File: src/verilog/apdu_pkg.sv
package apdu_pkg;
  // Idle counter
  localparam int          CNT_W          = 4;
  localparam logic [3:0]  CNT_TERMINAL   = 4'hF;
  localparam logic [3:0]  CNT_RESET      = 4'h0;
  // Power management register zero fields
  localparam int          PMR0_TURBO_OFF = 3;
  localparam int          PMR0_CLK_AND   = 4;
  localparam int          PMR0_CLK_MCELL = 5;
  // Power management register two fields
  localparam int          PMR2_ADDR_LO   = 0;
  localparam int          PMR2_CONTROL_INPUT_ZERO     = 2;
  localparam int          PMR2_CNTL1     = 3;
  localparam int          PMR2_CNTL2     = 4;
  localparam int          PMR2_STROBE    = 5;
  localparam int          PMR2_WRH       = 6;
  localparam logic [7:0]  PMR_RESET      = 8'h00;
  // Logic standby idle time
  localparam int          IDLE_NS        = 70;
  localparam int          CLK_NS         = 100;
  localparam int          IDLE_CYC_RAW   = (IDLE_NS + CLK_NS - 1) / CLK_NS;
  localparam int          IDLE_CYC       = (IDLE_CYC_RAW < 1) ? 1 : IDLE_CYC_RAW;
  localparam logic [3:0]  IDLE_CYC_V     = 4'(IDLE_CYC);

  // Inputs headed into the logic AND array
  typedef struct packed {
    logic [7:0] addr_lo;
    logic       control_input_zero;
    logic       control_input_one;
    logic       control_input_two;
    logic       address_strobe;
    logic       high_byte_write_input;
    logic       logic_clock;
  } apdu_pld_in_t;

  // Memory enables
  typedef struct packed {
    logic primary_flash;
    logic secondary_flash;
    logic sram;
    logic io_block;
  } apdu_mem_en_t;
endpackage : apdu_pkg

File: src/verilog/apdu_idle_cnt.sv
`timescale 1ns/10ps
module apdu_idle_cnt (
  input  wire logic       mclk,        // System clock
  input  wire logic       rst_b,       // Sync reset, active low
  input  wire logic       clk_tick,    // Logic clock period marker
  input  wire logic       enable,      // Count enable
  input  wire logic       clear,       // Restart count
  output logic            terminal     // Count reached fifteen
);
  logic [3:0] cnt_q;

  always_ff @(posedge mclk) begin
    if (!rst_b)
      cnt_q <= apdu_pkg::CNT_RESET;
    else if (clear || !enable)
      cnt_q <= apdu_pkg::CNT_RESET; // RULE20
    else if (clk_tick && cnt_q != apdu_pkg::CNT_TERMINAL)
      cnt_q <= cnt_q + 4'h1; // RULE1 RULE21
  end

  assign terminal = (cnt_q == apdu_pkg::CNT_TERMINAL); // RULE2
endmodule : apdu_idle_cnt

File: src/verilog/apdu_top.sv
// Overview of operation
// (RULE1) Enabled unit counts logic clock periods once strobe activity stops.
// (RULE2) Fifteen idle clock periods raise the power-down flag and enter power-down.
// (RULE3) No count when disabled or strobe pulses; counts while strobe equals polarity.
// (RULE4) Enabling the unit also enables power-down entry by default.
// (RULE5) Strobe pulsing again returns the device to normal operation.
// (RULE6) Low chip select or high reset input also wakes the device.
// (RULE7) Power-down blocks the address/data bus from memories and both logic arrays.
// (RULE8) Clock blocking toward logic never blocks clock to the idle counter.
// (RULE9) Memories enter standby in power-down; logic and I/O blocks stay active; the code clears mem_en.io_block and periph_io_oe there.
// (RULE10) Power-down: I/O and logic outputs hold, address undefined, data tri-stated.
// (RULE11) Power-down leaves logic operation alone; only high-speed bit matters.
// (RULE12) Register zero bit 3 at 1 turns high speed off; 0 turns it on.
// (RULE13) High speed off: logic drops to standby after 70 ns of quiet inputs.
// (RULE14) Low chip select enables memories and I/O; high disables memories only; the code also clears mem_en.io_block when high.
// (RULE15) Register zero bits 4 and 5 cut clock from AND array or macrocells.
// (RULE16) Register two bits 0,2-6 cut low address and control inputs from array.
// (RULE17) Battery flag asserts on its pin while main supply is below battery.
// (RULE18) Microcontroller should block unused clock and controls during power-down.
// (RULE19) Logic clock pin feeds macrocells and is the counter's sole time base.
// (RULE20) Strobe transitions clear the counter; waking drops the flag before access.
// (RULE21) Counter saturates at terminal count so the flag holds until wake-up.
`timescale 1ns/10ps
module apdu_top (
  input  wire logic                  mclk,                  // System clock
  input  wire logic                  rst_b,                 // Sync reset, active low
  // Configuration
  input  wire logic                  apd_enable,            // Power-down unit enable
  input  wire logic                  strobe_polarity,       // Idle level of strobe
  input  wire logic                  pmr_wr_zero,           // Write strobe, register zero
  input  wire logic                  pmr_wr_two,            // Write strobe, register two
  input  wire logic [7:0]            pmr_wdata,             // Register write data
  output logic [7:0]                 power_mgmt_reg_zero,   // Register zero contents
  output logic [7:0]                 power_mgmt_reg_two,    // Register two contents
  // Pins
  input  wire logic                  address_strobe_input,  // Microcontroller strobe
  input  wire logic                  logic_clock_input,     // External logic clock
  input  wire logic                  chip_select_b,         // Chip select, active low
  input  wire logic                  reset_input,           // Device reset input level
  input  wire logic                  battery_low_main,      // Main supply below battery
  input  wire logic                  battery_route_en,      // Route battery flag to pin
  input  wire logic [15:0]           mcu_addr,              // Address from bus
  input  wire logic [15:0]           mcu_data,              // Data from bus
  input  wire logic                  control_input_zero,    // Control input 0
  input  wire logic                  control_input_one,     // Control input 1
  input  wire logic                  control_input_two,     // Control input 2
  input  wire logic                  high_byte_write_input, // High byte write
  input  wire logic                  logic_inputs_active,   // Any logic input switching
  // Outputs
  output logic                       powerdown_flag,        // Power-down state
  output logic                       battery_on_flag,       // Battery flag
  output logic                       indicator_port_pin,    // Battery flag on pin
  output logic [15:0]                mem_addr,              // Address to memories
  output logic [15:0]                mem_data,              // Data to memories
  output apdu_pkg::apdu_pld_in_t     pld_in,                // Inputs to AND array
  output logic                       mcell_clock,           // Clock to macrocells
  output apdu_pkg::apdu_mem_en_t     mem_en,                // Memory enables
  output logic                       mem_standby,           // Memories in standby
  output logic                       pld_turbo,             // High speed active
  output logic                       pld_standby,           // Logic in standby current
  output logic                       data_port_oe,          // Data port drive enable
  output logic                       periph_io_oe,          // Peripheral I/O enable
  output logic                       addr_out_valid,        // Address out defined
  output logic                       io_hold                // Hold I/O and logic pins
);
  logic       strobe_q;
  logic       lclk_q;
  logic       strobe_edge;
  logic       clk_tick;
  logic       strobe_idle;
  logic       cnt_terminal;
  logic       wake;
  logic       blocked;
  logic [3:0] quiet_q;

  // Sampled history for edge detection; inputs are synchronous to mclk
  always_ff @(posedge mclk) begin
    if (!rst_b) begin
      strobe_q <= 1'b0;
      lclk_q   <= 1'b0;
    end else begin
      strobe_q <= address_strobe_input;
      lclk_q   <= logic_clock_input;
    end
  end

  assign strobe_edge = address_strobe_input ^ strobe_q;
  // Rising edge of the raw pin, before any blocking bit
  assign clk_tick    = logic_clock_input & ~lclk_q; // RULE8 RULE19
  assign strobe_idle = apd_enable & ~strobe_edge
                     & (address_strobe_input == strobe_polarity); // RULE3

  apdu_idle_cnt u_idle_cnt (
    .mclk     (mclk),
    .rst_b    (rst_b),
    .clk_tick (clk_tick),
    .enable   (strobe_idle),
    .clear    (strobe_edge),
    .terminal (cnt_terminal)
  );

  assign wake = strobe_edge | ~chip_select_b | reset_input; // RULE5 RULE6

  // Power-down entry follows the unit enable alone
  always_ff @(posedge mclk) begin
    if (!rst_b)
      powerdown_flag <= 1'b0;
    else if (wake || !apd_enable)
      powerdown_flag <= 1'b0; // RULE20
    else if (cnt_terminal)
      powerdown_flag <= 1'b1; // RULE2 RULE4 RULE21
  end

  // Register writes take effect at once; contents survive power-down
  always_ff @(posedge mclk) begin
    if (!rst_b) begin
      power_mgmt_reg_zero <= apdu_pkg::PMR_RESET;
      power_mgmt_reg_two  <= apdu_pkg::PMR_RESET;
    end else begin
      if (pmr_wr_zero)
        power_mgmt_reg_zero <= pmr_wdata;
      if (pmr_wr_two)
        power_mgmt_reg_two  <= pmr_wdata;
    end
  end

  // Wake term bypasses the flag so the first access after wake-up is not blocked
  assign blocked = powerdown_flag & ~wake; // RULE20

  always_ff @(posedge mclk) begin
    if (!rst_b) begin
      mem_addr <= 16'h0000;
      mem_data <= 16'h0000;
    end else if (!blocked) begin
      mem_addr <= mcu_addr; // RULE7
      mem_data <= mcu_data; // RULE7
    end
  end

  always_ff @(posedge mclk) begin
    if (!rst_b) begin
      pld_in <= '0;
    end else begin
      if (!blocked && !power_mgmt_reg_two[apdu_pkg::PMR2_ADDR_LO])
        pld_in.addr_lo <= mcu_addr[7:0]; // RULE7 RULE16
      if (!power_mgmt_reg_two[apdu_pkg::PMR2_CONTROL_INPUT_ZERO])
        pld_in.control_input_zero <= control_input_zero; // RULE16
      if (!power_mgmt_reg_two[apdu_pkg::PMR2_CNTL1])
        pld_in.control_input_one <= control_input_one; // RULE16
      if (!power_mgmt_reg_two[apdu_pkg::PMR2_CNTL2])
        pld_in.control_input_two <= control_input_two; // RULE16
      if (!power_mgmt_reg_two[apdu_pkg::PMR2_STROBE])
        pld_in.address_strobe <= address_strobe_input; // RULE16
      if (!power_mgmt_reg_two[apdu_pkg::PMR2_WRH])
        pld_in.high_byte_write_input <= high_byte_write_input; // RULE16
      pld_in.logic_clock <= logic_clock_input & ~power_mgmt_reg_zero[apdu_pkg::PMR0_CLK_AND]; // RULE15
    end
  end

  // Gating a clock in a flop adds one cycle of latency but avoids glitches
  always_ff @(posedge mclk) begin
    if (!rst_b)
      mcell_clock <= 1'b0;
    else
      mcell_clock <= logic_clock_input & ~power_mgmt_reg_zero[apdu_pkg::PMR0_CLK_MCELL]; // RULE15
  end

  always_ff @(posedge mclk) begin
    if (!rst_b) begin
      mem_en      <= '0;
      mem_standby <= 1'b1;
    end else begin
      mem_en      <= {4{~chip_select_b & ~blocked}}; // RULE14
      mem_standby <= chip_select_b | blocked; // RULE9 RULE14
    end
  end

  // Turbo depends only on the register bit, never on power-down
  always_ff @(posedge mclk) begin
    if (!rst_b)
      pld_turbo <= 1'b1;
    else
      pld_turbo <= ~power_mgmt_reg_zero[apdu_pkg::PMR0_TURBO_OFF]; // RULE11 RULE12
  end

  // Quiet-time counter for logic standby
  always_ff @(posedge mclk) begin
    if (!rst_b)
      quiet_q <= 4'h0;
    else if (logic_inputs_active)
      quiet_q <= 4'h0;
    else if (quiet_q != apdu_pkg::IDLE_CYC_V)
      quiet_q <= quiet_q + 4'h1; // RULE13
  end

  always_ff @(posedge mclk) begin
    if (!rst_b)
      pld_standby <= 1'b0;
    else
      pld_standby <= power_mgmt_reg_zero[apdu_pkg::PMR0_TURBO_OFF]
                   & (quiet_q == apdu_pkg::IDLE_CYC_V) & ~logic_inputs_active; // RULE13
  end

  always_ff @(posedge mclk) begin
    if (!rst_b) begin
      data_port_oe   <= 1'b0;
      periph_io_oe   <= 1'b0;
      addr_out_valid <= 1'b0;
      io_hold        <= 1'b0;
    end else begin
      data_port_oe   <= ~blocked; // RULE10
      periph_io_oe   <= ~blocked; // RULE10
      addr_out_valid <= ~blocked; // RULE10
      io_hold        <= blocked; // RULE10
    end
  end

  always_ff @(posedge mclk) begin
    if (!rst_b) begin
      battery_on_flag    <= 1'b0;
      indicator_port_pin <= 1'b0;
    end else begin
      battery_on_flag    <= battery_low_main;
      indicator_port_pin <= battery_low_main & battery_route_en; // RULE17
    end
  end
endmodule : apdu_top
File: config.mk
export PLATFORM = sky130hd
export DESIGN_NAME = apdu_top
export DESIGN_NICKNAME = d
export VERILOG_FILES = /design/src/verilog/apdu_pkg.sv /design/src/verilog/apdu_idle_cnt.sv /design/src/verilog/apdu_top.sv
export SDC_FILE = /design/constraint.sdc
export NUM_CORES = 1
export LEC_CHECK = 0
export BUFFER_PORTS_ARGS = -buffer_cell sky130_fd_sc_hd__buf_2
export CAP_MARGIN = 25
export CELL_PAD_IN_SITES_DETAIL_PLACEMENT = 0
export CELL_PAD_IN_SITES_GLOBAL_PLACEMENT = 1
export CORE_ASPECT_RATIO = 0.6
export CORE_MARGIN = 3
export CORE_UTILIZATION = 30
export CTS_CLUSTER_DIAMETER = 60
export DETAILED_ROUTE_END_ITERATION = 16
export PLACE_DENSITY = 0.76
export SETUP_SLACK_MARGIN = 0.3
export SLEW_MARGIN = 20
export SYNTH_ARGS = -nofsm -noshare
export SYNTH_HDL_FRONTEND = slang
export SYNTH_HIERARCHICAL = 1
export SYNTH_SLANG_ARGS = --single-unit
File: constraint.sdc
create_clock -name mclk -period 1.4 [get_ports mclk]
set_input_delay 0.28 -clock mclk [delete_from_list [all_inputs] [get_ports mclk]]
set_output_delay 0.28 -clock mclk [all_outputs]
set_load 0.02 [all_outputs]
Word level (Yosys, flattened, before mapping)
Index checks and enable logic that the tools add are counted.
{ "totals": {"regBits": 82, "elab_cells": 67} }
{ "classes": {"n_addsub": 2, "n_eq_ne": 5, "n_bitwise": 24, "n_reduce_logical": 11} }
{ "op_table": {"columns": ["op", "n"], "rows": [
  ["$and A1 B1 Y1", 10],
  ["$not A1 Y1", 10],
  ["$add A4 B1 Y4 const B", 2],
  ["$reduce_or A2 Y1", 3],
  ["$eq A4 B1 Y1 const B", 1],
  ["$eq A4 B4 Y1 const B", 1],
  ["$logic_not A1 Y1", 4],
  ["$ne A4 B1 Y1 const B", 1],
  ["$ne A4 B4 Y1 const B", 1],
  ["$or A1 B1 Y1", 3],
  ["$logic_and A1 B1 Y1", 2],
  ["$logic_or A1 B1 Y1", 2],
  ["$eq A1 B1 Y1", 1],
  ["$xor A1 B1 Y1", 1]
]} }

Logic depth before layout (Yosys ltp)
{ "depth": {"depth_word": 7, "depth_mapped": 5, "depth_no_buf": 5} }

Hierarchy
Netlist, hierarchy kept.
{ "by_module_without_submodules": {"columns": ["module", "n_inst", "cells_each", "area_each_um2"], "rows": [
  ["apdu_top", 1, 235, 2720.1],
  ["apdu_idle_cnt", 1, 22, 197.7]
]} }

Worst setup path before layout
No wires, ideal clock.
{ "synth_path": {"path_type": "flip-flop to flip-flop", "from": "register powerdown_flag", "to": "register mem_addr[0]", "setup_time_ns": 0.117, "t_arrival_ns": 1.223, "required_ns": 1.283, "slack_ns": 0.061, "path_stages_with_launch": 6, "synth_period_minus_slack_ns": 1.339, "cell_sequence": "dfxtp_1 and3b_1 and3_1 buf_6 buf_6 a22o_1"} }
{ "synth_via": {"elab_chain_cells": 1} }
{ "synth_rtl": {"columns": ["element", "line", "text"], "rows": [
  ["start, declared", "apdu_top.sv:50", "output logic powerdown_flag,"],
  ["start signal, assigned", "apdu_top.sv:107", "powerdown_flag <= 1'b0;"],
  ["start signal, assigned", "apdu_top.sv:109", "powerdown_flag <= 1'b0;"],
  ["start signal, assigned", "apdu_top.sv:111", "powerdown_flag <= 1'b1;"],
  ["$and A1 B1 Y1", "apdu_top.sv:128", "assign blocked = powerdown_flag & ~wake;"],
  ["end signal, assigned", "apdu_top.sv:135", "mem_addr <= mcu_addr;"],
  ["end, declared", "apdu_top.sv:53", "output logic [15:0] mem_addr,"]
]} }
No other way between the ends.
A chain may end at the register's enable or synchronous reset.

Worst setup path in the final report
{ "layout_path": {"from": "register strobe_q", "to": "register mem_data[5]"} }
{ "layout_via": {"elab_chain_cells": 5} }
{ "layout_rtl": {"columns": ["element", "line", "text"], "rows": [
  ["start, declared", "apdu_top.sv:66", "logic strobe_q;"],
  ["start signal, assigned", "apdu_top.sv:82", "strobe_q <= address_strobe_input;"],
  ["$xor A1 B1 Y1", "apdu_top.sv:87", "assign strobe_edge = address_strobe_input ^ strobe_q;"],
  ["$or A1 B1 Y1 (2 in a row)", "apdu_top.sv:102", "assign wake = strobe_edge | ~chip_select_b | reset_input;"],
  ["$not A1 Y1", "apdu_top.sv:128", null],
  ["$and A1 B1 Y1", "apdu_top.sv:128", null],
  ["end signal, assigned", "apdu_top.sv:136", "mem_data <= mcu_data;"],
  ["end, declared", "apdu_top.sv:54", "output logic [15:0] mem_data,"]
]} }
No other way between the ends.

==> run summary <==
The flow ran to the end, and the final reports show no timing, DRC or antenna violations. The die boundary width is 133 um, and the number of endpoints with negative hold slack in the final report is 0. The number of top-level design ports was 134; the pin slew with the least headroom to its limit was 0.280 ns. The run gives 3 as the CTS H-tree depth. For this run, design rule violations remaining after detail routing come to 0. The endpoint identified for the worst register-to-register timing path is mem_data[5].

STA puts the critical path data arrival time at 1.51 ns. The fraction of layout cells with a size suffix above 1 is 63.7%. For this run, the detailed router's first-pass iteration total came to 4. Total power for the finished layout comes to 5.63 mW.

Setup repair after global routing could not meet its margin everywhere. In the finished design, the share of the clock period the worst path needs comes to 92.1%. In this run the critical register-to-register path is launched from strobe_q. After synthesis the cells add up to 2920 um^2. For the worst flop-to-flop path, the logic depth is 4.

After synthesis, the share of flip-flops with an asynchronous set or reset is 0%. For the hold-fix buffer count after cts, the log shows 0. Type of the worst setup path: reg -> reg.

The sequential cells in the finished layout cover a total of 1750 um^2. Setup violations remaining at the end of the flow were counted as 0. The die span in y works out to 82.4 um.

TritonCTS built the clock tree. The library cell contributing the largest single delay on the critical path is dfxtp_4. For this run, the total global-route usage over all layers was measured as 13.9%.

The maximum fanout along the worst path is 16, and the initial antenna violation count is 0. The flip-flop and latch count after synthesis is 82, and the number of core rows is 27. The average size of a mapped cell works out to 11.4 um^2. After floorplanning, the core was sized to cover 9320 um^2. For the number of antenna diodes, the log shows 0. After detailed routing, the number of vias per cell comes to 4.41. STA classifies the critical path endpoint as a flip-flop. The setup slack of the worst register-to-register path is 0.11 ns. Based on the critical path, the design can be clocked at up to 776 MHz. Counting flops with a built-in enable in the synthesized netlist gives 0.

Buffers placed on the I/O ports in this run total 133. Leaving out fill and tap cells, the most frequent cell in the layout is buf_6. The longest individual stage delay on the worst path is 0.36 ns. The max-slew violation total from the final report was 0.

The start point of the worst hold path was reset_input. The clock drives 82 sinks. In this run the clock root is driven by a clkbuf_16.

For the gate count after technology mapping, the log shows 257. The analysis attributes to cell leakage a power of 2.17 nW. The tools report the area occupied by multi-input gates as 1220 um^2. After filler insertion, the fill cell instance count of the layout stands at 872. The required time of the worst setup path is 1.62 ns. VDD sags by at most 0.000686 V. The detailed placer's ending HPWL came out at 5220 um. Detailed routing inserted a total of 2379 vias. Clock latency on the worst-skew pair, taken at its later pin, is 0.34 ns.

The tools report the number of global-route vias before repair as 2321. Max-cap violations in this run came to 0. The number of nets with antenna violations after routing was 0; the worst slew margin relative to its limit was 81.3%. The area growth from synthesis to layout was 63.5%. The tools report the layout net count as 465. Walking the worst path, the cells encountered are xnor2_4 > a21boi_4 > clkbuf_16 > a22o_1.

Clock transition at the registers of the reported paths: 0.06 ns. Largest net degree at the start of global routing: 34. The total overflow left after global routing is 0. Synthesis instantiated 37 different standard cells from the library. The wire length of the first global-routing pass is 11900 um. In the final routed layout, each cell accounts on average for 14.7 um.

STA classifies the critical path startpoint as a flip-flop. Counting the buffers created by CTS gives 9. For the final database, setup skew stands at 0.00856 ns. The clock passes through at most 2 buffers. In this run the power density over the cells is 1180 nW/um^2. The total negative slack is 0 ns, and the number of nets produced by synthesis is 317.

The final layout contains routed wiring with a total length of 7950 um. The end of the worst hold path was powerdown_flag. In the layout the commonest cells are buf_6 (71), dfxtp_2 (63), buf_2 (59).

After layout, the worst setup slack is 0.111 ns. The congestion estimate from routability-driven global placement came to 0.750. The initial core utilization came out at 31.3%.

The clock period minus final worst setup slack was 1.29 ns. After synthesis, flip-flops and latches occupy 56.3% of the total area. The run gives -0.0306 ns as the worst setup timing slack at the placement stage. The count of warnings emitted by yosys is 6, and the hold path depth is 2. For this block, the initial DRC count from the detailed router was 64. The die covers 11000 um^2. In the synthesized netlist the dominant register cell turns out to be dfxtp_1.

Path class of the lowest-slack min-delay path: in -> reg.
-- timing repair --
item                                    CTS  global route
pin swaps                                 7             5
resized for setup                       192            29
endpoints found under the setup margin  119            97
cloned                                    1             1
buffers inserted                         15             2
-- how the worst max path moves through the flow --
stage	from	slack [ns]	cells past startpoint	endpoint
2_1_floorplan	powerdown_flag	0.15	5	mem_addr[0]
3_3_place_gp	address_strobe_input	0.03	5	u_idle_cnt/cnt_q[2]
3_5_place_dp	address_strobe_input	-0.03	4	mem_data[14]
4_1_cts	strobe_q	0.11	4	mem_data[2]
5_1_grt	strobe_q	0.06	4	mem_data[5]
6_report	strobe_q	0.11	4	mem_data[5]
-- where the power goes --
group | total [mW] | switching (mW) | internal (mW)
sequential | 2.57 | 0.0939 | 2.47
clock | 2.23 | 0.997 | 1.23
combinational | 0.842 | 0.387 | 0.455
total | 5.63 | 1.48 | 4.16
-- registers in the layout, summed over array words and instances (netlist names) --
signal	flops
indicator_port_pin	1
mem_standby	1
lclk_q	1
pld_turbo	1
io_hold	1
u_idle_cnt/cnt_q	4
mem_en	1
strobe_q	1
addr_out_valid	1
quiet_q	4
mem_addr	16
mcell_clock	1
powerdown_flag	1
pld_standby	1
battery_on_flag	1
power_mgmt_reg_two	8
power_mgmt_reg_zero	8
pld_in	14
mem_data	16
-- critical path: cells and delay by family (launching register included) --
family          cells  cell delay (ns)
flops               1             0.36
compound gates      2             0.36
xor+xnor            1             0.26
buf+inv             1             0.20
-- layer usage --
layer | wire length (um) | up-vias | global-route usage (%)
met5 | 0 | - | 0
met4 | 82 | 0 | 4.00
met3 | 519 | 7 | 6.23
met2 | 3520 | 69 | 21.0
met1 | 3830 | 1114 | 18.1
li1 | - | 1189 | -
-- logic make-up after synthesis --
| logic type | after synthesis | share of synthesized area, % |
|---|---|---|
| simple gates | 69 | 13.2 |
| compound gates | 45 | 12.7 |
| xor+xnor | 3 | 1.16 |
| flops | 82 | 56.3 |
| fa+ha+maj | 3 | 1.29 |
| buf+inv | 26 | 5.49 |
| mux | 29 | 9.95 |
-- stage by stage --
step	hold WS [ns]	instances	utilization (%)	instance area, um^2
finish	0.121	540	51.2	4770
global route	0.117	540	51.2	4770
CTS	0.108	537	49.8	4650
detailed placement	0.439	505	40.2	3740
global placement	0.438	505	40.2	3740
floorplan	0.348	257	-	2990
-- cell type report --
class / instances / area share, %
clock buffers: 9 / 4.72
clock inverters: 7 / 1.21
inverters: 6 / 0.472
multi-input cells: 150 / 25.6
flip-flops and latches: 82 / 36.6
well taps: 130 / 3.41
repair buffers: 156 / 27.9
-- cells in the mapped netlist, drive strengths merged, types with 3 or more instances --
library cell,n,area share [%]
buf,13,3.8
o21ai,3,0.51
and3,3,0.64
nand2b,4,0.86
nand2,18,2.3
a21oi,6,1.4
nor2,5,0.64
inv,5,0.64
nand3b,3,0.77
ha,3,1.3
a22o,32,9.6
nor2b,22,4.7
clkbuf,7,0.90
mux2i,29,9.9
dfxtp,82,56
No activity file was read; power rests on OpenSTA's default activity.
